## src/common/serial_switch_defs.svh

```systemverilog
// Constants for the serial switch control interface
`ifndef SERIAL_SWITCH_DEFS_SVH
`define SERIAL_SWITCH_DEFS_SVH

`define WORD_W          24
`define N_OUT           16
`define CMD_HI          23
`define CMD_LO          18
`define ANY_FAULT_BIT   23
`define OV_FAULT_BIT    22
`define CLK_MHZ         25
// Least fault persistence before a fault bit sets, in microseconds
`define FAULT_MIN_US    100
// Least output switching latency after chip select rises, in nanoseconds
`define SWITCH_MIN_NS   1000
`define FAULT_CYC       (`FAULT_MIN_US * `CLK_MHZ)
`define SWITCH_CYC      ((`SWITCH_MIN_NS * `CLK_MHZ + 999) / 1000)
// Idle levels of the synchronised pins {rst_n, cs_n, sclk, si}: out of reset, deselected, clock low
`define PIN_IDLE        4'hC

`endif

```

## src/common/serial_switch_pkg.sv

```systemverilog
// Types for the serial switch control interface
package serial_switch_pkg;

    typedef enum logic [5:0] {
        CMD_ON_OFF    = 6'h00,
        CMD_OPEN_EN   = 6'h01,
        CMD_RETRY     = 6'h02,
        CMD_SFPD      = 6'h03,
        CMD_PWM_EN    = 6'h04,
        CMD_AND_OR    = 6'h05,
        CMD_SOFT_RST  = 6'h06
    } cmd_e;

    typedef enum logic [0:0] {
        ST_IDLE = 1'b0,
        ST_WAIT = 1'b1
    } latch_state_e;

endpackage : serial_switch_pkg

```

## src/hdl/serial_switch_spi.sv

```systemverilog
// Serial control and fault status interface of a 16-output low-side switch
// Summary of operation
// - Sample serial input on falling clock, selected
// - Drive next status bit on rising clock
// - Shift register holds exactly 24 bits
// - Chip select rise latches command word
// - Chip select fall loads fault status
// - Serial output driven only while selected
// - Deselected: ignore clock and input
// - Status: any, overvoltage, six zeros, outputs
// - Both words most significant bit first
// - Status one means fault
// - Control zero off, one on
// - Fault sets after persisting 100 to 450 us
// - Outputs switch 1 to 50 us after latch
// - Serial clock up to 6 MHz
// - Daisy chain: 24 bits per device
// - Command from bits 23:18, settings 15:0
// - Reset pin clears registers, outputs off
`timescale 1ns/1ps
`include "serial_switch_defs.svh"

module serial_switch_spi #(
    parameter int WORD_W = `WORD_W,
    parameter int N_OUT  = `N_OUT
) (
    // Clock and reset
    input  wire logic             clk,
    input  wire logic             reset,
    // Device pins from the master
    input  wire logic             rst_pin_n,
    input  wire logic             cs_n,
    input  wire logic             sclk,
    input  wire logic             si,
    // Serial output pin
    output logic                  so_o,
    output logic                  so_oe,
    // Output stage
    output logic [N_OUT-1:0]      out_on,
    output logic [N_OUT-1:0]      open_cur_en,
    input  wire logic [N_OUT-1:0] short_raw,
    input  wire logic [N_OUT-1:0] open_raw,
    input  wire logic             ov_raw,
    // Latched command word for the command decoders outside this block
    output logic [WORD_W-1:0]     cmd_word,
    output logic                  cmd_strobe
);

    logic [3:0]        p1_q;
    logic [3:0]        p2_q;
    logic [3:0]        p3_q;
    logic [3:0]        pin_q;
    logic [3:0]        pin_d;
    logic [3:0]        prev_q;
    logic              clr;
    logic              cs_fall;
    logic              cs_rise;
    logic              sclk_rise;
    logic              sclk_fall;
    logic              sel;
    logic [WORD_W-1:0] sr_q;
    logic [WORD_W-1:0] status;
    logic [N_OUT-1:0]  ctrl_q;
    logic [N_OUT-1:0]  fault;
    logic [N_OUT-1:0]  pend_q;
    logic [5:0]        cmd;
    logic              is_on_off;
    logic              is_open_en;
    logic              is_soft_rst;
    logic              ov_fault;
    logic [5:0]        wait_q;
    serial_switch_pkg::latch_state_e st_q;

    generate
        if (WORD_W != 24 || N_OUT != 16) begin : g_chk
            $error("serial_switch_spi: word must be 24 bits over 16 outputs");
        end
    endgenerate

    // Three-stage synchronisers for {rst_pin_n, cs_n, sclk, si}; each link level needs two clk
    always_ff @(posedge clk) begin
        p1_q <= {rst_pin_n, cs_n, sclk, si};
        p2_q <= p1_q;
        p3_q <= p2_q;
    end

    assign pin_d = (p2_q & ~(p2_q ^ p3_q)) | (pin_q & (p2_q ^ p3_q));

    always_ff @(posedge clk) begin
        if (reset) begin
            pin_q  <= `PIN_IDLE;
            prev_q <= `PIN_IDLE;
        end else begin
            pin_q  <= pin_d;
            prev_q <= pin_q;
        end
    end

    // Edge detection on stabilised pins; clock edges only count while selected
    assign clr       = reset || !pin_q[3];
    assign sel       = !pin_q[2] && !prev_q[2];
    assign cs_fall   = !pin_q[2] && prev_q[2];
    assign cs_rise   = pin_q[2] && !prev_q[2];
    assign sclk_rise = sel && pin_q[1] && !prev_q[1];
    assign sclk_fall = sel && !pin_q[1] && prev_q[1];

    // Status word layout, one means fault
    assign status = {|fault || ov_fault, ov_fault, 6'h00, fault};

    // Shared shift register: status out at the top, serial input in at the bottom
    always_ff @(posedge clk) begin
        if (clr) begin
            sr_q <= '0;
        end else if (cs_fall) begin
            sr_q <= status;
        end else if (sclk_fall) begin
            sr_q <= {sr_q[WORD_W-2:0], pin_q[0]};
        end
    end

    // Serial output register updates on rising clock edges
    always_ff @(posedge clk) begin
        if (clr || cs_fall) begin
            so_o <= 1'b0;
        end else if (sclk_rise) begin
            so_o <= sr_q[WORD_W-1];
        end
    end

    assign so_oe = !clr && !pin_q[2];

    // Command decode of the latched word
    assign cmd         = sr_q[`CMD_HI:`CMD_LO];
    assign is_on_off   = cmd == serial_switch_pkg::CMD_ON_OFF;
    assign is_open_en  = cmd == serial_switch_pkg::CMD_OPEN_EN;
    assign is_soft_rst = cmd == serial_switch_pkg::CMD_SOFT_RST;

    // Control latches taken at chip select rise
    always_ff @(posedge clk) begin
        if (clr || (cs_rise && is_soft_rst)) begin
            ctrl_q      <= '0;
            open_cur_en <= '0;
        end else if (cs_rise) begin
            if (is_on_off) begin
                ctrl_q <= sr_q[N_OUT-1:0];
            end
            if (is_open_en) begin
                open_cur_en <= sr_q[N_OUT-1:0];
            end
        end
    end

    // Whole word handed on for the other command decoders
    always_ff @(posedge clk) begin
        if (clr) begin
            cmd_word   <= '0;
            cmd_strobe <= 1'b0;
        end else begin
            cmd_strobe <= cs_rise;
            if (cs_rise) begin
                cmd_word <= sr_q;
            end
        end
    end

    // Switching latency: outputs follow the latch after the least delay
    always_ff @(posedge clk) begin
        if (clr) begin
            st_q   <= serial_switch_pkg::ST_IDLE;
            wait_q <= '0;
            pend_q <= '0;
            out_on <= '0;
        end else begin
            case (st_q)
                serial_switch_pkg::ST_IDLE: begin
                    if (cs_rise) begin
                        st_q   <= serial_switch_pkg::ST_WAIT;
                        wait_q <= 6'(`SWITCH_CYC - 1);
                    end
                end
                serial_switch_pkg::ST_WAIT: begin
                    if (wait_q == 6'h00) begin
                        st_q   <= serial_switch_pkg::ST_IDLE;
                        out_on <= pend_q;
                    end else begin
                        wait_q <= wait_q - 6'h01;
                    end
                end
                default: begin
                    st_q <= serial_switch_pkg::ST_IDLE;
                end
            endcase
            pend_q <= ctrl_q;
        end
    end

    // Per-output fault filters: short while on, open while off with open current
    genvar i;
    generate
        for (i = 0; i < N_OUT; i = i + 1) begin : g_flt
            fault_filter #(
                .COUNT (`FAULT_CYC)
            ) u_flt (
                .clk   (clk),
                .reset (clr),
                .raw   ({short_raw[i], open_raw[i]}),
                .qual  ({out_on[i], !out_on[i] && open_cur_en[i]}),
                .fault (fault[i])
            );
        end
    endgenerate

    // Overvoltage flag synchronised, no persistence filter
    fault_filter #(
        .COUNT (1)
    ) u_ov (
        .clk   (clk),
        .reset (clr),
        .raw   ({ov_raw, 1'b0}),
        .qual  (2'h2),
        .fault (ov_fault)
    );

endmodule : serial_switch_spi

```

## src/hdl/fault_filter.sv

```systemverilog
// Synchroniser and persistence timer for one output's fault conditions
`timescale 1ns/1ps
`include "serial_switch_defs.svh"

module fault_filter #(
    parameter int COUNT = `FAULT_CYC
) (
    // Clock and reset
    input  wire logic       clk,
    input  wire logic       reset,
    // Raw conditions from the output stage: {short, open}
    input  wire logic [1:0] raw,
    // Same-domain qualifiers: {output on, output off with open current}
    input  wire logic [1:0] qual,
    // Filtered fault
    output logic            fault
);

    localparam int CW = $clog2(COUNT + 1);

    logic [1:0]    s1_q;
    logic [1:0]    s2_q;
    logic [1:0]    s3_q;
    logic [1:0]    stab_q;
    logic [CW-1:0] cnt_q;
    logic          hit;
    logic          done;

    generate
        if (COUNT < 1) begin : g_chk
            $error("fault_filter: COUNT must be at least 1");
        end
    endgenerate

    // Three-stage synchroniser; a change counts when stages two and three agree
    always_ff @(posedge clk) begin
        s1_q <= raw;
        s2_q <= s1_q;
        s3_q <= s2_q;
    end

    always_ff @(posedge clk) begin
        if (reset) begin
            stab_q <= 2'h0;
        end else begin
            stab_q <= (s2_q & ~(s2_q ^ s3_q)) | (stab_q & (s2_q ^ s3_q));
        end
    end

    // Qualified condition and terminal count
    assign hit  = |(stab_q & qual);
    assign done = (cnt_q == CW'(COUNT));

    // Persistence counter saturates at the least fault time
    always_ff @(posedge clk) begin
        if (reset || !hit) begin
            cnt_q <= '0;
        end else if (!done) begin
            cnt_q <= cnt_q + CW'(1);
        end
    end

    always_ff @(posedge clk) begin
        if (reset) begin
            fault <= 1'b0;
        end else begin
            fault <= hit && done;
        end
    end

endmodule : fault_filter

```

## config.mk

```make
export PLATFORM = sky130hd
export DESIGN_NAME = serial_switch_spi
export DESIGN_NICKNAME = d
export VERILOG_FILES = /design/src/common/serial_switch_pkg.sv /design/src/hdl/serial_switch_spi.sv /design/src/hdl/fault_filter.sv
export VERILOG_INCLUDE_DIRS = /design/src /design/src/common
export SDC_FILE = /design/constraint.sdc
export NUM_CORES = 1
export LEC_CHECK = 0
export CORE_MARGIN = 2
export CORE_UTILIZATION = 56
export DETAILED_ROUTE_END_ITERATION = 8
export DONT_BUFFER_PORTS = 1
export GPL_ROUTABILITY_DRIVEN = 0
export PLACE_DENSITY = 0.71
export SYNTH_ARGS = -nofsm -noshare
export SYNTH_HDL_FRONTEND = slang
export SYNTH_SLANG_ARGS = --single-unit
export TNS_END_PERCENT = 10
```

## constraint.sdc

```tcl
create_clock -name clk -period 2.1 [get_ports clk]
set_input_delay 0.42 -clock clk [delete_from_list [all_inputs] [get_ports clk]]
set_output_delay 0.42 -clock clk [all_outputs]
set_load 0.01 [all_outputs]
```

**After elaboration in Yosys (flattened, before gate mapping)**

Cells that the tools add are included.

- Bits in registers: 483
- Bits of input ports: 39
- Output and inout bits: 59
- Logic and storage cells: 399

- Add/subtract/negate cells: 18
- Equal/unequal tests: 20
- Mux-type cells: 9
- Bitwise operators: 107
- Reductions and logical operators: 127

Operator list:

| cell | count |
|---|---|
| adder 12 x 1 -> 12 bit, second input constant | 16 |
| == test 12 bit, second input constant | 16 |
| bitwise AND 2 bit | 50 |
| two-way mux 24 bit | 2 |
| logical AND 1 bit | 42 |
| zero test 1 bit | 39 |
| NOT 2 bit | 17 |
| OR 2 bit | 17 |
| OR reduction 2 bit | 17 |
| bitwise XOR 2 bit | 17 |
| logical OR 1 bit | 21 |
| OR reduction 16 bit | 1 |
| zero test 6 bit | 2 |
| two-way mux 6 bit | 2 |
| one-hot mux 6 bit (2 select lines) | 1 |
| bitwise AND 4 bit | 2 |
| AND reduction 2 bit | 4 |
| == test 6 x 1 -> 1 bit, second input constant | 1 |
| == test 6 x 3 -> 1 bit, second input constant | 1 |
| subtractor 6 x 1 -> 6 bit, second input constant | 1 |
| != test 2 bit, second input constant | 2 |
| NOT 4 bit | 1 |
| OR 4 bit | 1 |
| bitwise XOR 4 bit | 1 |
| other kinds (5) | 7 |

**Depth between registers and ports, before layout**

- Depth after elaboration: 6
- Mapped depth: 8
- Mapped depth without buffers: 6

**Cells and area by module**

From an unflattened synthesis, not the netlist that was laid out.

- Cell total of the unflattened synthesis: 1973
- Area total of the unflattened synthesis: 19219.7 µm²

By module, submodules not included:

| module | instances | cells an instance | area an instance (µm²) | seq. area each (µm²) |
|---|---|---|---|---|
| fault_filter (g_flt[0].u_flt ...) | 16 | 88 | 872.1 | 420.4 |
| serial_switch_spi | 1 | 546 | 5009.8 | 2782.7 |
| fault_filter (u_ov) | 1 | 19 | 256.5 | 200.2 |

**Worst setup path before layout**

No wires, ideal clock.

- Path kind: register to register
- Start: register wait_q[0]
- End: register wait_q[5]
- Setup time: 0.065 ns
- Arrival: 1.479 ns
- Required time: 2.035 ns
- Path slack: 0.556 ns
- Cell stages (with the launch flop): 7
- Path buffers: 0
- Period minus slack after synthesis: 1.544 ns
- Cells stage by stage: dfxtp_1 > inv_1 > ha_1 > or4b_1 > nand4_1 > mux2_2 > nor2_1

- Word-level cells in the longest chain between the ends: 3
- Elaborated cells between the ends (all ways): 6
- Classes of those cells: add/sub (1); eq/ne (1); mux (2); reduce/logical (2)

RTL lines:

| item | RTL line | source |
|---|---|---|
| from (decl) | serial_switch_spi.sv:71 | `logic [5:0] wait_q;` |
| from (signal assigned) | serial_switch_spi.sv:178 | `` wait_q <= 6'(`SWITCH_CYC - 1); `` |
| from (signal assigned) | serial_switch_spi.sv:186 | `wait_q <= wait_q - 6'h01;` |
| subtractor 6 x 1 -> 6 bit / zero test 6 bit (equally long branches) | serial_switch_spi.sv:186, serial_switch_spi.sv:182 |  |
| two-way mux 6 bit / != test 2 bit (equally long branches) | n/a |  |
| one-hot mux 6 bit (2 select lines) / AND reduction 2 bit (equally long branches) | n/a |  |

Several ways; a longest one is shown, not always the timed one. The select of a mux whose other input is x is not followed.
A chain may end at the register's enable or synchronous reset.

**Worst setup path in the final report**

- Start: input reset
- End: output so_oe

- Word-level cells in the longest chain between the ends: 3

RTL lines:

| item | RTL line | source |
|---|---|---|
| from (decl) | serial_switch_spi.sv:29 | `input wire logic reset,` |
| logical OR 1 bit | serial_switch_spi.sv:100 | `assign clr = reset \|\| !pin_q[3];` |
| zero test 1 bit | serial_switch_spi.sv:130 | `assign so_oe = !clr && !pin_q[2];` |
| logical AND 1 bit | serial_switch_spi.sv:130 |  |
| to (decl) | serial_switch_spi.sv:37 | `output logic so_oe,` |

Every way passes these cells.

==> metrics.cfg <==
[setup_path]
startpoint_type=input port
arrival_ps=1610
end_kind=primary output
worstPathMaxFanout=6
crit_start=reset
worst-setup-path-type=in2out
required_ps=1680

[clocking]
tritoncts=done
htreeDepth=2
clockRootBuffer=clkbuf_16
path_clk_slew_ps=60
clk-insertion-delay-late_ps=550
numCtsBuffers=48
clock_path_buffers=3
cts_sinks=481
cts_resized=0

[sta]
final_max_slew_viol_count=0
worst_hold_slack_ps=132
max_freq_mhz=492
setup_viol=0
tns_ps=0
fin_skew_ps=18.8
tightest_slew_ps=769
relSlewSlack_pct=48.6
finalHoldViolCount=0
period_needed_ps=2030
rsz0062_at_grt=false
period_share_pct=96.7

[global_routing]
gr-total-overflow=0
grt_pass1_vias=12292
gr-usage-all-layers_pct=21.6
grt_max_degree=33
antenna_found_initial=0
grt_pass1_wl_um=59400

[floorplan]
die_y_um=181
coreArea_sq_um=30700
initial_utilization_pct=57.2
dieWidth_um=181
dieArea_sq_um=32900
rows=64
io_pins=98

[final_layout]
area_growth_pct=15.3
fillers=2493
drive_gt1_share_pct=6.89
antennaDiodeCount=0
nets=2037

[placed_design]
port_buffers=0
dp_hpwl_um=24300

[yosys]
synth-compound-area-share_pct=9.08
yosysUniqueCellTypes=51
ys_seq_area_share_pct=54.7
avgSynthCellArea_sq_um=9.24
synth_top_family_by_area=simple AND/OR/NAND/NOR gates
synth_adder_area_share_pct=2.42
netlist_instances=1904
syn_area_sq_um=17600
synthSimpleGateAreaFrac_pct=22.5
ys.flop_type=dfxtp_1
synth_xor_area_share_pct=5.58
yosys_warnings=0
ys_ff_latch=481
muxShareOfSynthArea_pct=2.79
mappedNetlistNets=1977
synth_edf_count=0
async_flop_share_pct=0

[power]
sw_frac_of_total_pct=20.1
p_leak_nw=7.17
combinationalPowerShare_pct=1.8
irDropWorstVdd_mv=0.814
power_density_nw_per_um2=951
clkPwrFrac_pct=49.5
seq_power_share_pct=48.8
power_mw=19.3
internal_power_mw=15.4
p_switching_mw=3.87

[job]
drv_cap=0

[detailed_routing]
top_layer=met4
dr_wl_met2_um=16800
drc_errors=0
wl_per_cell_um=15.0
drtIter0Drc=736
first_pass_iters=5
via_per_inst=5.43
wl_met1_um=16500
wl_met3_um=1970
vias=13020
postRouteWirelength_um=36100
ant_nets=0

[min_path]
worstHoldPathType=in2reg
min_from=reset

[status]
outcome=complete, no violations

path summary, 6_finish.rpt:
check	slack, ps	cells after the start	end
max reg2reg	300	6	open_cur_en[7]
min reg2reg	320	0	g_flt[13].u_flt.s2_q[1]
max	70	3	so_oe
min	130	3	sr_q[11]
power groups by stage:
stage	Combinational (mW)	Clock (mW)	Sequential (mW)
after floorplan	0.210	0	9.56
after global placement	0.276	0	9.60
after detailed placement	0.284	0	9.61
after CTS	0.342	9.72	9.41
after global routing	0.375	10.1	9.42
final	0.344	9.54	9.41
layer usage:
| layer | global-route usage [%] | vias to the layer above |
|---|---|---|
| met5 | 0 | - |
| li1 | - | 6600 |
| met1 | 28.4 | 6115 |
| met3 | 4.43 | 62 |
| met2 | 36.2 | 243 |
| met4 | 5.92 | 0 |
kinds of logic (layout without fill, tap and decap cells):
logic type	count (synthesis)	count (layout)
and+or+nand+nor	819	819
DFF	481	481
AOI/OAI and AO/OA	287	287
buffers and inverters	122	222
xor gates and xnor gates	112	112
muxes	49	49
adders and majority gates	34	34
layout by cell type, fill, tap and decap left out, drive strengths merged, types with 17 or more instances in the layout:
cell / Yosys / final
dfxtp: 481 / 481
nand2: 248 / 248
nor2: 214 / 214
a21oi: 148 / 148
xnor2: 97 / 97
nand3: 94 / 94
o21ai: 73 / 73
nor3: 71 / 71
inv: 68 / 69
clkbuf: 16 / 62
mux2i: 48 / 48
dlygate4sd3: 0 / 38
or3: 35 / 35
nor4: 34 / 34
ha: 34 / 34
buf: 38 / 26
nand4: 20 / 20
and2: 18 / 18
nand2b: 18 / 18
nand3b: 17 / 17
layout make-up:
class / instances / area (sq um) / share of cell area [%]
clock inverters: 28 / 424 / 2.09
clock buffers: 62 / 1410 / 6.93
well taps: 396 / 495 / 2.44
repair buffers: 64 / 601 / 2.96
flip-flops and latches: 481 / 9630 / 47.5
inverters: 68 / 255 / 1.26
multi-input cells: 1301 / 7470 / 36.8
repair_timing:
action / 4_1_cts / 5_1_grt
hold buffers: 38 / 0
setup endpoints to repair: 0 / 16
buffers inserted: 0 / 1
hold endpoints to repair: 43 / 0
synthesized netlist by cell type, drive strengths merged (14+ instances only):
cell | number | area share (%)
or3 | 35 | 1.3
nand3 | 94 | 2.7
nand2 | 248 | 5.3
a21o | 16 | 0.68
dfxtp | 481 | 55
nor3 | 71 | 2.2
xor2 | 15 | 0.75
xnor2 | 97 | 4.8
nor2 | 214 | 4.6
o21bai | 16 | 0.68
o21ai | 73 | 2.1
a31oi | 14 | 0.50
ha | 34 | 2.4
and2 | 18 | 0.64
clkbuf | 16 | 0.34
mux2i | 48 | 2.7
buf | 38 | 1.2
inv | 68 | 1.5
nand4 | 20 | 0.80
nand3b | 17 | 0.73
and3 | 15 | 0.53
nand2b | 18 | 0.64
a21oi | 148 | 4.2
nor4 | 34 | 1.2
state kept, by name, indices dropped and copies added, names as in the netlist, 2 cells and up, named ones only:
signal             cells
sr_q                  24
g_flt.u_flt.s1_q      32
p3_q                   4
cmd_word              24
open_cur_en           16
pend_q                16
g_flt.u_flt.cnt_q    192
g_flt.u_flt.s3_q      32
ctrl_q                16
out_on                16
g_flt.u_flt.s2_q      32
wait_q                 6
g_flt.u_flt.fault     16
p1_q                   4
prev_q                 2
p2_q                   4
stage by stage:
stage / area [sq um] / util (%) / setup WS, ps / std cells
6_report: 20300 / 66.0 / 69.5 / 2400
5_1_grt: 20300 / 66.0 / 50.8 / 2400
4_1_cts: 20300 / 65.9 / 46.8 / 2399
3_5_place_dp: 18000 / 58.7 / 98.7 / 2271
3_3_place_gp: 18000 / 58.7 / 191 / 2271
2_1_floorplan: 17600 / - / 556 / 1904
worst max-delay path, stage by stage:
cell           delay, ps
dlygate4sd3_1        630
or2_2                310
nor2_1               250
(Power assumes the default switching activity.)
